==> config.mk <==
export PLATFORM = sky130hd
export DESIGN_NAME = fsm_map_decode
export DESIGN_NICKNAME = d
export VERILOG_FILES = /design/src/rtl/fsm_pkg.sv /design/src/rtl/fsm_sync.sv /design/src/rtl/fsm_map_decode.sv
export SDC_FILE = /design/constraint.sdc
export NUM_CORES = 1
export LEC_CHECK = 0
export ABC_AREA = 1
export BUFFER_PORTS_ARGS = -buffer_cell sky130_fd_sc_hd__buf_2
export CAP_MARGIN = 20
export CORE_ASPECT_RATIO = 0.75
export CORE_MARGIN = 2
export CORE_UTILIZATION = 28
export CTS_CLUSTER_SIZE = 25
export DETAILED_ROUTE_END_ITERATION = 7
export SETUP_SLACK_MARGIN = 0.05
export SLEW_MARGIN = 20
export SYNTH_ARGS = -nofsm -noshare
export SYNTH_HDL_FRONTEND = slang
export SYNTH_SLANG_ARGS = --single-unit
==> constraint.sdc <==
create_clock -name clk -period 1.45 [get_ports clk]
set_input_delay 0.2175 -clock clk [delete_from_list [all_inputs] [get_ports clk]]
set_output_delay 0.2175 -clock clk [all_outputs]
set_load 0.02 [all_outputs]
==> src/rtl/fsm_pkg.sv <==
// package: memory map, sizes and timing constants for the flash/sram map decoder
package fsm_pkg;
   // flash geometry
   localparam int unsigned FLASH_KB = 32;
   localparam int unsigned SECTOR_BYTES = 1024;
   localparam int unsigned FLASH_SECTORS = FLASH_KB * 1024 / SECTOR_BYTES;
   localparam logic [31:0] FLASH_BASE = 32'h0000_0000;
   localparam logic [31:0] FLASH_SIZE = 32'h0000_8000;
   localparam logic [31:0] FLASH_ALLOC_END = 32'h0FFF_FFFF;
   // sram geometry
   localparam logic [31:0] SRAM_SIZE = 32'h0000_1000;
   localparam logic [31:0] SRAM_BOUNDARY = 32'h2000_0000;
   localparam logic [31:0] SRAM_L_BASE = SRAM_BOUNDARY - (SRAM_SIZE >> 2);
   localparam logic [31:0] SRAM_U_END = SRAM_BOUNDARY + ((SRAM_SIZE >> 2) * 32'h3) - 32'h1;
   // debug erase register bit positions
   localparam int unsigned ERASE_REQ_BIT = 0;
   localparam int unsigned ERASE_BUSY_BIT = 0;
   // erase timing: one sector per step
   localparam int unsigned CLK_MHZ = 40;
   localparam int unsigned SECTOR_ERASE_US = 2;
   localparam int unsigned SECTOR_ERASE_CYC = SECTOR_ERASE_US * CLK_MHZ;
   localparam logic [7:0] ERASE_CNT_RST = 8'h00;
   localparam logic [5:0] SECTOR_RST = 6'h00;
   // power modes
   typedef enum logic [2:0] {
      FSM_PM_RUN = 3'h0,
      FSM_PM_STOP = 3'h1,
      FSM_PM_LEVEL3 = 3'h3,
      FSM_PM_LEVEL1 = 3'h5,
      FSM_PM_LEVEL0 = 3'h6
   } fsm_pwr_t;
   // region codes
   typedef enum logic [2:0] {
      FSM_RG_NONE = 3'h0,
      FSM_RG_FLASH = 3'h1,
      FSM_RG_FLASH_ERR = 3'h3,
      FSM_RG_SRAM_L = 3'h2,
      FSM_RG_SRAM_U = 3'h6
   } fsm_region_t;
   // erase sequencer states, gray along the path
   typedef enum logic [1:0] {
      FSM_ST_IDLE = 2'b00,
      FSM_ST_ACCEPT = 2'b01,
      FSM_ST_ERASE = 2'b11,
      FSM_ST_DONE = 2'b10
   } fsm_state_t;
endpackage

==> src/rtl/fsm_sync.sv <==
// three-stage synchroniser with agreement filter for one async level
`timescale 1ns/1ps
module fsm_sync
   import fsm_pkg::*;
(
   // clock and reset
   input wire logic clk,
   input wire logic rst_n,
   // level
   input wire logic din,
   output logic dout
);
   logic s1_ff, s2_ff, s3_ff, q_ff;
   logic nxt_q;

   always_comb begin
      nxt_q = q_ff;
      if (s2_ff == s3_ff) begin
         nxt_q = s3_ff;
      end
   end

   always_ff @(posedge clk or negedge rst_n) begin
      if (!rst_n) begin
         s1_ff <= 1'b0;
         s2_ff <= 1'b0;
         s3_ff <= 1'b0;
         q_ff <= 1'b0;
      end else begin
         s1_ff <= din;
         s2_ff <= s1_ff;
         s3_ff <= s2_ff;
         q_ff <= nxt_q;
      end
   end

   assign dout = q_ff;
endmodule

==> src/rtl/fsm_map_decode.sv <==
// flash and sram address decoder with debugger mass-erase sequencer
// ----------------------------------------------------------------
// Notes on behaviour
// one 32 KB flash block in 1 KB sectors
// flash is contiguous from address zero, no gaps
// allocated flash range beyond implemented size answers with bus error
// only normal flash mode; test mode unreachable
// debugger sets erase control bit 0 to erase the whole flash
// erase status bit 0 set once the erase request is accepted
// erase status bit cleared when the whole erase has finished
// sram split into lower quarter and upper three quarters
// lower range ends just below boundary, starts boundary minus quarter
// upper range starts at boundary, spans three quarters, contiguous
// sram retained down to level3 stop; lost in level1 and level0
// sram reachable by every crossbar master
// lower 0x1FFFFC00-0x1FFFFFFF, upper 0x20000000-0x20000BFF
// ----------------------------------------------------------------
`timescale 1ns/1ps
module fsm_map_decode
   import fsm_pkg::*;
(
   // clock and reset
   input wire logic clk,
   input wire logic rst_n,
   // crossbar request, any master
   input wire logic bus_valid,
   input wire logic [31:0] bus_addr,
   input wire logic [3:0] bus_master,
   output logic bus_ready,
   output logic bus_error,
   output logic flash_sel,
   output logic sram_sel,
   output logic sram_upper,
   output logic [14:0] flash_offset,
   output logic [11:0] sram_offset,
   output logic [3:0] resp_master,
   // debug erase control from serial_wire_debug_port
   input wire logic debug_erase_control,
   output logic debug_erase_status,
   // flash array erase
   output logic flash_erase_en,
   output logic [5:0] flash_erase_sector,
   output logic nonvolatile_test_mode,
   // power mode
   input wire logic [2:0] power_mode,
   output logic sram_retain,
   output logic sram_lost
);
   // ----------------------------------------------------------------
   // decode function
   // ----------------------------------------------------------------
   function automatic fsm_region_t decode(input logic [31:0] a);
      fsm_region_t r;
      r = FSM_RG_NONE;
      if (a < FLASH_SIZE) begin
         r = FSM_RG_FLASH; // see
      end else if (a <= FLASH_ALLOC_END) begin
         r = FSM_RG_FLASH_ERR;
      end else if (a >= SRAM_L_BASE && a < SRAM_BOUNDARY) begin
         r = FSM_RG_SRAM_L; // see see
      end else if (a >= SRAM_BOUNDARY && a <= SRAM_U_END) begin
         r = FSM_RG_SRAM_U; // see
      end
      return r;
   endfunction

   // ----------------------------------------------------------------
   // bus response
   // ----------------------------------------------------------------
   fsm_region_t reg_q;
   logic rdy_ff, err_ff, fsel_ff, ssel_ff, sup_ff;
   logic [14:0] foff_ff;
   logic [11:0] soff_ff;
   logic [3:0] mst_ff;
   logic nxt_rdy, nxt_err, nxt_fsel, nxt_ssel, nxt_sup;
   logic [14:0] nxt_foff;
   logic [11:0] nxt_soff;
   logic [3:0] nxt_mst;
   logic busy_ff;

   always_comb begin
      reg_q = decode(bus_addr);
      nxt_rdy = bus_valid;
      nxt_mst = bus_valid ? bus_master : mst_ff;
      nxt_err = 1'b0;
      nxt_fsel = 1'b0;
      nxt_ssel = 1'b0;
      nxt_sup = 1'b0;
      nxt_foff = foff_ff;
      nxt_soff = soff_ff;
      if (bus_valid) begin
         unique case (reg_q)
            FSM_RG_FLASH: begin
               // flash reads answer with bus error while mass erase runs
               nxt_fsel = !busy_ff;
               nxt_err = busy_ff;
               nxt_foff = bus_addr[14:0];
            end
            FSM_RG_SRAM_L, FSM_RG_SRAM_U: begin
               nxt_ssel = 1'b1;
               nxt_sup = (reg_q == FSM_RG_SRAM_U);
               nxt_soff = 12'(bus_addr - SRAM_L_BASE);
            end
            FSM_RG_FLASH_ERR: begin
               nxt_err = 1'b1;
            end
            FSM_RG_NONE: begin
               nxt_err = 1'b0;
            end
         endcase
      end
   end

   always_ff @(posedge clk or negedge rst_n) begin
      if (!rst_n) begin
         rdy_ff <= 1'b0;
         err_ff <= 1'b0;
         fsel_ff <= 1'b0;
         ssel_ff <= 1'b0;
         sup_ff <= 1'b0;
         foff_ff <= 15'h0000;
         soff_ff <= 12'h000;
         mst_ff <= 4'h0;
      end else begin
         rdy_ff <= nxt_rdy;
         err_ff <= nxt_err;
         fsel_ff <= nxt_fsel;
         ssel_ff <= nxt_ssel;
         sup_ff <= nxt_sup;
         foff_ff <= nxt_foff;
         soff_ff <= nxt_soff;
         mst_ff <= nxt_mst;
      end
   end

   assign bus_ready = rdy_ff;
   assign bus_error = err_ff;
   assign flash_sel = fsel_ff;
   assign sram_sel = ssel_ff;
   assign sram_upper = sup_ff;
   assign flash_offset = foff_ff;
   assign sram_offset = soff_ff;
   assign resp_master = mst_ff;
   // normal mode only; the test mode line is never raised
   assign nonvolatile_test_mode = 1'b0;

   // ----------------------------------------------------------------
   // mass erase sequencer
   // ----------------------------------------------------------------
   logic req_sync;
   logic req_d_ff;
   fsm_state_t st_ff, nxt_st;
   logic [7:0] cnt_ff, nxt_cnt;
   logic [5:0] sec_ff, nxt_sec;
   logic nxt_req_d;

   // debugger port sits in its own clock domain
   fsm_sync u_req_sync (
      .clk(clk),
      .rst_n(rst_n),
      .din(debug_erase_control),
      .dout(req_sync)
   );

   always_comb begin
      nxt_st = st_ff;
      nxt_cnt = cnt_ff;
      nxt_sec = sec_ff;
      nxt_req_d = req_sync;
      unique case (st_ff)
         FSM_ST_IDLE: begin
            if (req_sync && !req_d_ff) begin
               nxt_st = FSM_ST_ACCEPT;
            end
         end
         FSM_ST_ACCEPT: begin
            nxt_st = FSM_ST_ERASE;
            nxt_cnt = ERASE_CNT_RST;
            nxt_sec = SECTOR_RST;
         end
         FSM_ST_ERASE: begin
            if (cnt_ff == 8'(SECTOR_ERASE_CYC - 1)) begin
               nxt_cnt = ERASE_CNT_RST;
               if (sec_ff == 6'(FLASH_SECTORS - 1)) begin
                  nxt_st = FSM_ST_DONE;
               end else begin
                  nxt_sec = sec_ff + 6'h01;
               end
            end else begin
               nxt_cnt = cnt_ff + 8'h01;
            end
         end
         FSM_ST_DONE: begin
            nxt_st = FSM_ST_IDLE;
         end
      endcase
   end

   always_ff @(posedge clk or negedge rst_n) begin
      if (!rst_n) begin
         st_ff <= FSM_ST_IDLE;
         cnt_ff <= ERASE_CNT_RST;
         sec_ff <= SECTOR_RST;
         req_d_ff <= 1'b0;
      end else begin
         st_ff <= nxt_st;
         cnt_ff <= nxt_cnt;
         sec_ff <= nxt_sec;
         req_d_ff <= nxt_req_d;
      end
   end

   always_comb begin
      busy_ff = (st_ff == FSM_ST_ACCEPT) || (st_ff == FSM_ST_ERASE);
   end

   assign debug_erase_status = busy_ff; // see
   assign flash_erase_en = (st_ff == FSM_ST_ERASE);
   assign flash_erase_sector = sec_ff;

   // ----------------------------------------------------------------
   // retention
   // ----------------------------------------------------------------
   always_comb begin
      sram_retain = 1'b1;
      sram_lost = 1'b0;
      if (power_mode == FSM_PM_LEVEL1 || power_mode == FSM_PM_LEVEL0) begin
         sram_retain = 1'b0;
         sram_lost = 1'b1;
      end
   end
endmodule

==> results.ini, run 1 <==
[die]
die_h_um=88.3
row_count=30
die_x_um=116
ios=90
core_mm2=0.00912
dieArea_mm2=0.0103
start_util=0.291

[cts]
cts_root_buf=clkbuf_16
cts.clk_slew.worst_paths_ps=50
clock-sinks=57
numCtsBuffers=9
htreeDepth=3
clk_latency_ps=320
clk_path_buf_depth=2
cts_tree=built

[timing]
max_freq_mhz=742
fin_crit_sh=0.930
slew_violations=0
rsz0062_at_grt=yes
skew_ps=6.21
finalSetupViolCount=0
finalHoldViolCount=0
period_needed_ps=1350
hold_slack_ps=18.7

[cells_and_area]
antenna_cells=0
multi_input_area_mm2=0.00108
post_route_cells_drive_above_1_share=0.373
final_nets=463
n_fill_cell=933
ff_latch_area_mm2=0.00143
area_delta_synth_final_pct=44.0
final_core_util=0.419

[worst_setup_path]
critPathKind=reg -> reg
cp_max_fo=7
crit_slowest_cell=dfrtp_2
worstSetupStartpoint=flash_erase_sector[0]$_DFFE_PN0P_
critPathMostFrequentCell=nand2_2
crit_chain=ha_4 > nand2_2 > nor2_1 > nand3_1 > nand2_2 > nor2_4 > inv_4 > nand2_1 > o21ai_1
reg2reg_from=flash_erase_sector[0]$_DFFE_PN0P_
cp.required_ps=1650
cp.arrival_ps=1550
cp-start-kind=flop
cp_slowest_stage_delay_ps=420
worst_setup_path_end_kind=flop

[routing]
wl_um=6670
drcViolationCount=0
ant_nets=0
dr.pass1.iters=5
drt-wirelength-per-cell_um=12.1
avgViaCountPerCell=4.30
vias=2360
drt_iter0_markers=122

[place]
gp_congestion=0.811
port_buffers=88
dp_hpwl_um=4850

[power]
leakagePower_nw=2.12
powerDensity_mw_per_mm2=1400
vdd_drop_max_uv=602

[synth]
async_flop_share=1.00
synthTopCellsByArea=dfrtp_1, nand2_1, inv_1
yosysSeqAreaShare=0.538
yosys.area.top_type=dfrtp_1
post-synth-top-count-cell=nand2_1
synth_cell_type_count=35
yosysTopAreaCellShare=0.538
synth_edf_count=0
netlist_instances=306
synthTopCellsByCount=nand2_1, dfrtp_1, inv_1
syn_avg_cell_area_um2=8.67
yosys_warnings=0
netlist_area_mm2=0.00265
synth_nets=353
ys_seq_elements=57
ys.flop_type=dfrtp_1

[hold_path]
min_from=debug_erase_control
hp-class=in -> reg

[global_route]
first_global_vias=2291
grt_use_total=0.138
antenna_found_initial=0
grt_first_pass_wirelength_um=10900
grt.overflow.total=0
grt_max_degree=58

[status]
status=completed

[flow_run]
cap_violations=0

-- worst max-delay path: cells and delay by family (launching register included) --
family | cells | cell delay [ps]
simple gates | 6 | 510
compound gates | 1 | 60
buf+inv | 1 | 80
flops | 1 | 420
fa+ha+maj | 1 | 170
-- report_power, final --
group	total (mW)	switching (mW)	leakage, nW	internal (mW)
clock	2.65	0.711	0.186	1.94
sequential	1.88	0.133	0.746	1.75
combinational	0.826	0.438	1.19	0.387
total	5.36	1.28	2.12	4.08
-- sequential cells by signal (all words and copies together), names as in the netlist --
name	count
flash_offset	15
sram_offset	12
cnt_ff	8
flash_erase_sector	6
resp_master	4
st_ff	2
bus_error	1
bus_ready	1
flash_sel	1
req_d_ff	1
sram_sel	1
sram_upper	1
u_req_sync.dout	1
u_req_sync.s1_ff	1
u_req_sync.s2_ff	1
u_req_sync.s3_ff	1
-- cells by family (layout without fill, tap and decap cells) --
| family | after synthesis | after routing | synth area share |
|---|---|---|---|
| buffers and inverters | 45 | 160 | 0.0745 |
| adder cells (fa/ha/maj) | 5 | 5 | 0.0226 |
| XOR/XNOR | 6 | 6 | 0.0198 |
| other | 1 | 1 | 0.00141 |
| flip-flops | 57 | 57 | 0.538 |
| AND/OR/NAND/NOR | 158 | 158 | 0.263 |
| AO/OA/AOI/OAI | 34 | 34 | 0.0807 |
-- metrics by stage --
step	worst slack [ps]	TNS (ps)	std cells	area, um^2	power, mW
floorplan	62.4	0	306	2660	2.31
global placement	23.8	0	528	3340	2.63
detailed placement	-18.3	-41.8	528	3340	2.65
CTS	62.6	0	547	3760	5.37
global route	-4.97	-4.97	549	3820	5.64
finish	102	0	549	3820	5.36
-- cells in the final DEF, fill, tap and decap left out, types with 2 or more instances in the layout --
cell type,synthesis,routed
buf_12,0,2
nand2_4,2,3
o21ai_0,4,4
o22ai_1,3,3
inv_2,4,4
nand3_1,21,20
clkbuf_8,0,2
dfrtp_2,0,2
nand4_1,6,6
buf_2,2,87
nand2_1,95,91
dfrtp_1,57,55
clkbuf_16,0,9
buf_6,3,2
nand2_2,2,5
nor2_2,3,5
xor2_1,5,5
nor2_1,24,22
inv_1,30,29
buf_4,1,18
bufinv_16,0,4
ha_1,4,2
nor2_4,2,2
o21ai_1,17,17
-- per-layer routing --
layer	vias up	global-route usage	part of all wire
met5	-	0	0
met4	0	0.0433	0.0061
met3	4	0.0432	0.059
met2	68	0.205	0.45
met1	1094	0.193	0.49
li1	1194	-	-
-- layout make-up --
cell class	count	area share
flip-flops and latches	57	0.374
multi-input cells	204	0.283
repair buffers	110	0.168
clock buffers	11	0.0662
well taps	128	0.0419
inverters	34	0.0341
clock inverters	5	0.0328
-- worst paths after layout --
kind | endpoint | slack, ps | cells after the start
setup / recovery | flash_erase_sector[2]$_DFFE_PN0P_ | 100 | 9
hold / removal | u_req_sync.s1_ff$_DFF_PN0_ | 20 | 1
setup reg to reg | flash_erase_sector[2]$_DFFE_PN0P_ | 100 | 9
hold reg to reg | u_req_sync.s2_ff$_DFF_PN0_ | 350 | 0
max in group asynchronous | flash_offset[14]$_DFFE_PN0P_ | 760 | 3
min in group asynchronous | flash_erase_sector[3]$_DFFE_PN0P_ | 430 | 3
-- repair_timing --
item	4_1_cts	5_1_grt
endpoints found under the setup margin	10	13
resized for setup	5	12
pin swaps	3	4
buffers inserted	2	2
endpoints found under the hold margin	57	0
cloned	0	0
hold buffers	1	0
Note: power is estimated with default switching activity, not from simulation.
==> run 2: changes to the inputs <==
CELL_PAD_IN_SITES_DETAIL_PLACEMENT = 1   (was default)
CELL_PAD_IN_SITES_GLOBAL_PLACEMENT = 1   (was default)
MAX_ROUTING_LAYER = met4   (was default)
PLACE_DENSITY_LB_ADDON = 0.1   (was default)
==> run 2 against run 1 <==
- largest power group unchanged
- largest cell class unchanged
- die area is the same
- critical path depth shrank 1
- global-route usage grew 2.5 points
- total power shrank 11%
- utilization grew 0.29 points
==> results.ini, run 2 (same netlist as run 1, synthesis figures left out) <==
[cells_and_area]
largest_reg_flops=15  ; unchanged
final_cell_area_mm2=0.00385  ; +0.69%
post_route_cells_drive_above_1_share=0.401  ; +0.0280
final_cell_mix=nand2_1, buf_2, dfrtp_1
final_common_cell=nand2_1
antenna_cells=0  ; unchanged
final_nets=476  ; +2.8%
area_delta_synth_final_pct=45.0
instances_no_fill=562  ; +2.4%

[routing]
wl_um=7570  ; +13%
ant_nets=0  ; unchanged
vias=2388  ; +1.2%
avgViaCountPerCell=4.25  ; -1.2%
drcViolationCount=0  ; unchanged
drt-wirelength-per-cell_um=13.5  ; +11%
drt_iter0_markers=54  ; -56%
dr.pass1.iters=5  ; unchanged

[timing]
finalHoldViolCount=0  ; unchanged
finalSetupViolCount=0  ; unchanged
fin_crit_sh=0.971  ; +0.0411
rsz0062_at_grt=yes
setup_tns_ps=0  ; unchanged
skew_ps=4.59  ; -1.63 ps
period_needed_ps=1410  ; +59.6 ps
max_freq_mhz=710  ; -4.2%
slew_violations=0  ; unchanged

[place]
dp_cells=537  ; +1.7%
placed_area_mm2=0.00340  ; +1.6%
dp_hpwl_um=5630  ; +16%
gp_congestion=0.776  ; -4.3%
port_buffers=88  ; unchanged

[global_route]
grt_use_total=0.163  ; +0.0250
antenna_found_initial=0  ; unchanged
grt_max_degree=41  ; -29%
grt_first_pass_wirelength_um=12200  ; +12%
first_global_vias=2467  ; +7.7%
grt.overflow.total=0  ; unchanged

[die]
dieArea_mm2=0.0103  ; unchanged
die_x_um=116  ; unchanged
start_util=0.291  ; unchanged
row_count=30  ; unchanged
core_mm2=0.00912  ; unchanged
die_h_um=88.3  ; unchanged
ios=90  ; unchanged

[cts]
htreeDepth=3  ; unchanged
numCtsBuffers=9  ; unchanged
clock-sinks=57  ; unchanged
clk_latency_ps=320  ; about the same
cts_root_buf=clkbuf_16
cts.clk_slew.worst_paths_ps=50  ; about the same
clk_path_buf_depth=2  ; unchanged
cts_tree=built

[worst_setup_path]
cp.arrival_ps=1610  ; +60 ps
cp-start-kind=flop
cp_max_fo=7  ; unchanged
critPathKind=reg -> reg
worst_setup_path_end_kind=flop
cp.required_ps=1660  ; about the same

[power]
powerDensity_mw_per_mm2=1240  ; -12%
vdd_drop_max_uv=574  ; -4.7%
leakagePower_nw=2.15  ; +1.2%

[status]
status=completed

[flow_run]
cap_violations=0  ; unchanged

[hold_path]
hp-class=in -> reg

## run 2: timing repair
item | in CTS | in global routing
endpoints found under the setup margin | 10 | 11
buffers inserted | 3 | 4
endpoints found under the hold margin | 58 | 0
pin swaps | 7 | 12
resized for setup | 8 | 20
hold buffers | 2 | 0
## run 2: cell type report
| class | instances | area, um^2 |
|---|---|---|
| fillers | 1110 | 5280 |
| flip-flops and latches | 57 | 1430 |
| multi-input cells | 204 | 1110 |
| repair buffers | 123 | 731 |
| clock buffers | 12 | 256 |
| well taps | 128 | 160 |
| inverters | 34 | 133 |
| clock inverters | 4 | 27.5 |
## run 2: where the power goes
| group | switching [mW] | leakage [nW] | internal (mW) |
|---|---|---|---|
| Clock | 0.722 | 0.131 | 1.24 |
| Sequential | 0.130 | 0.746 | 1.75 |
| Combinational | 0.491 | 1.27 | 0.424 |
| Total | 1.34 | 2.15 | 3.41 |
## run 2: path summary, 6_finish.rpt
| path | from | endpoint | slack [ps] | depth (start not counted) |
|---|---|---|---|---|
| hold / removal | bus_valid | bus_ready$_DFF_PN0_ | 80 | 1 |
| max in group asynchronous | rst_n | flash_erase_sector[1]$_DFFE_PN0P_ | 800 | 3 |
| setup / recovery | cnt_ff[0]$_DFFE_PN0N_ | flash_erase_sector[2]$_DFFE_PN0P_ | 40 | 8 |
| min in group asynchronous | rst_n | req_d_ff$_DFF_PN0_ | 430 | 3 |
| setup reg to reg | cnt_ff[0]$_DFFE_PN0N_ | flash_erase_sector[2]$_DFFE_PN0P_ | 40 | 8 |
| hold reg to reg | u_req_sync.s1_ff$_DFF_PN0_ | u_req_sync.s2_ff$_DFF_PN0_ | 350 | 0 |
## run 2: stage by stage
step	total power, mW	setup WS (ps)	util	hold WS (ps)
CTS	4.77	46.7	0.412	72.0
global route	5.02	-49.6	0.422	68.7
global placement	2.71	11.5	0.372	245
finish	4.76	42.3	0.422	79.9
detailed placement	2.72	2.13	0.372	231
floorplan	2.31	62.4	-	-78.1
## run 2: metal layers
layer	GRT usage	wire (um)	vias to the layer above
met2	0.232	3280	61
met3	0.0500	405	7
met1	0.219	3790	1112
li1	-	-	1208
met5	-	0	-
met4	0.0584	92	0
## run 2: critical path, cell delays in order, from the launching register on
cell and delay [ps]:
dfrtp_1 350, ha_2 200, nand3_2 80, inv_2 90, a21oi_4 70, nor2_4 210, clkinv_4 140, nand2_4 100
o21ai_2 50
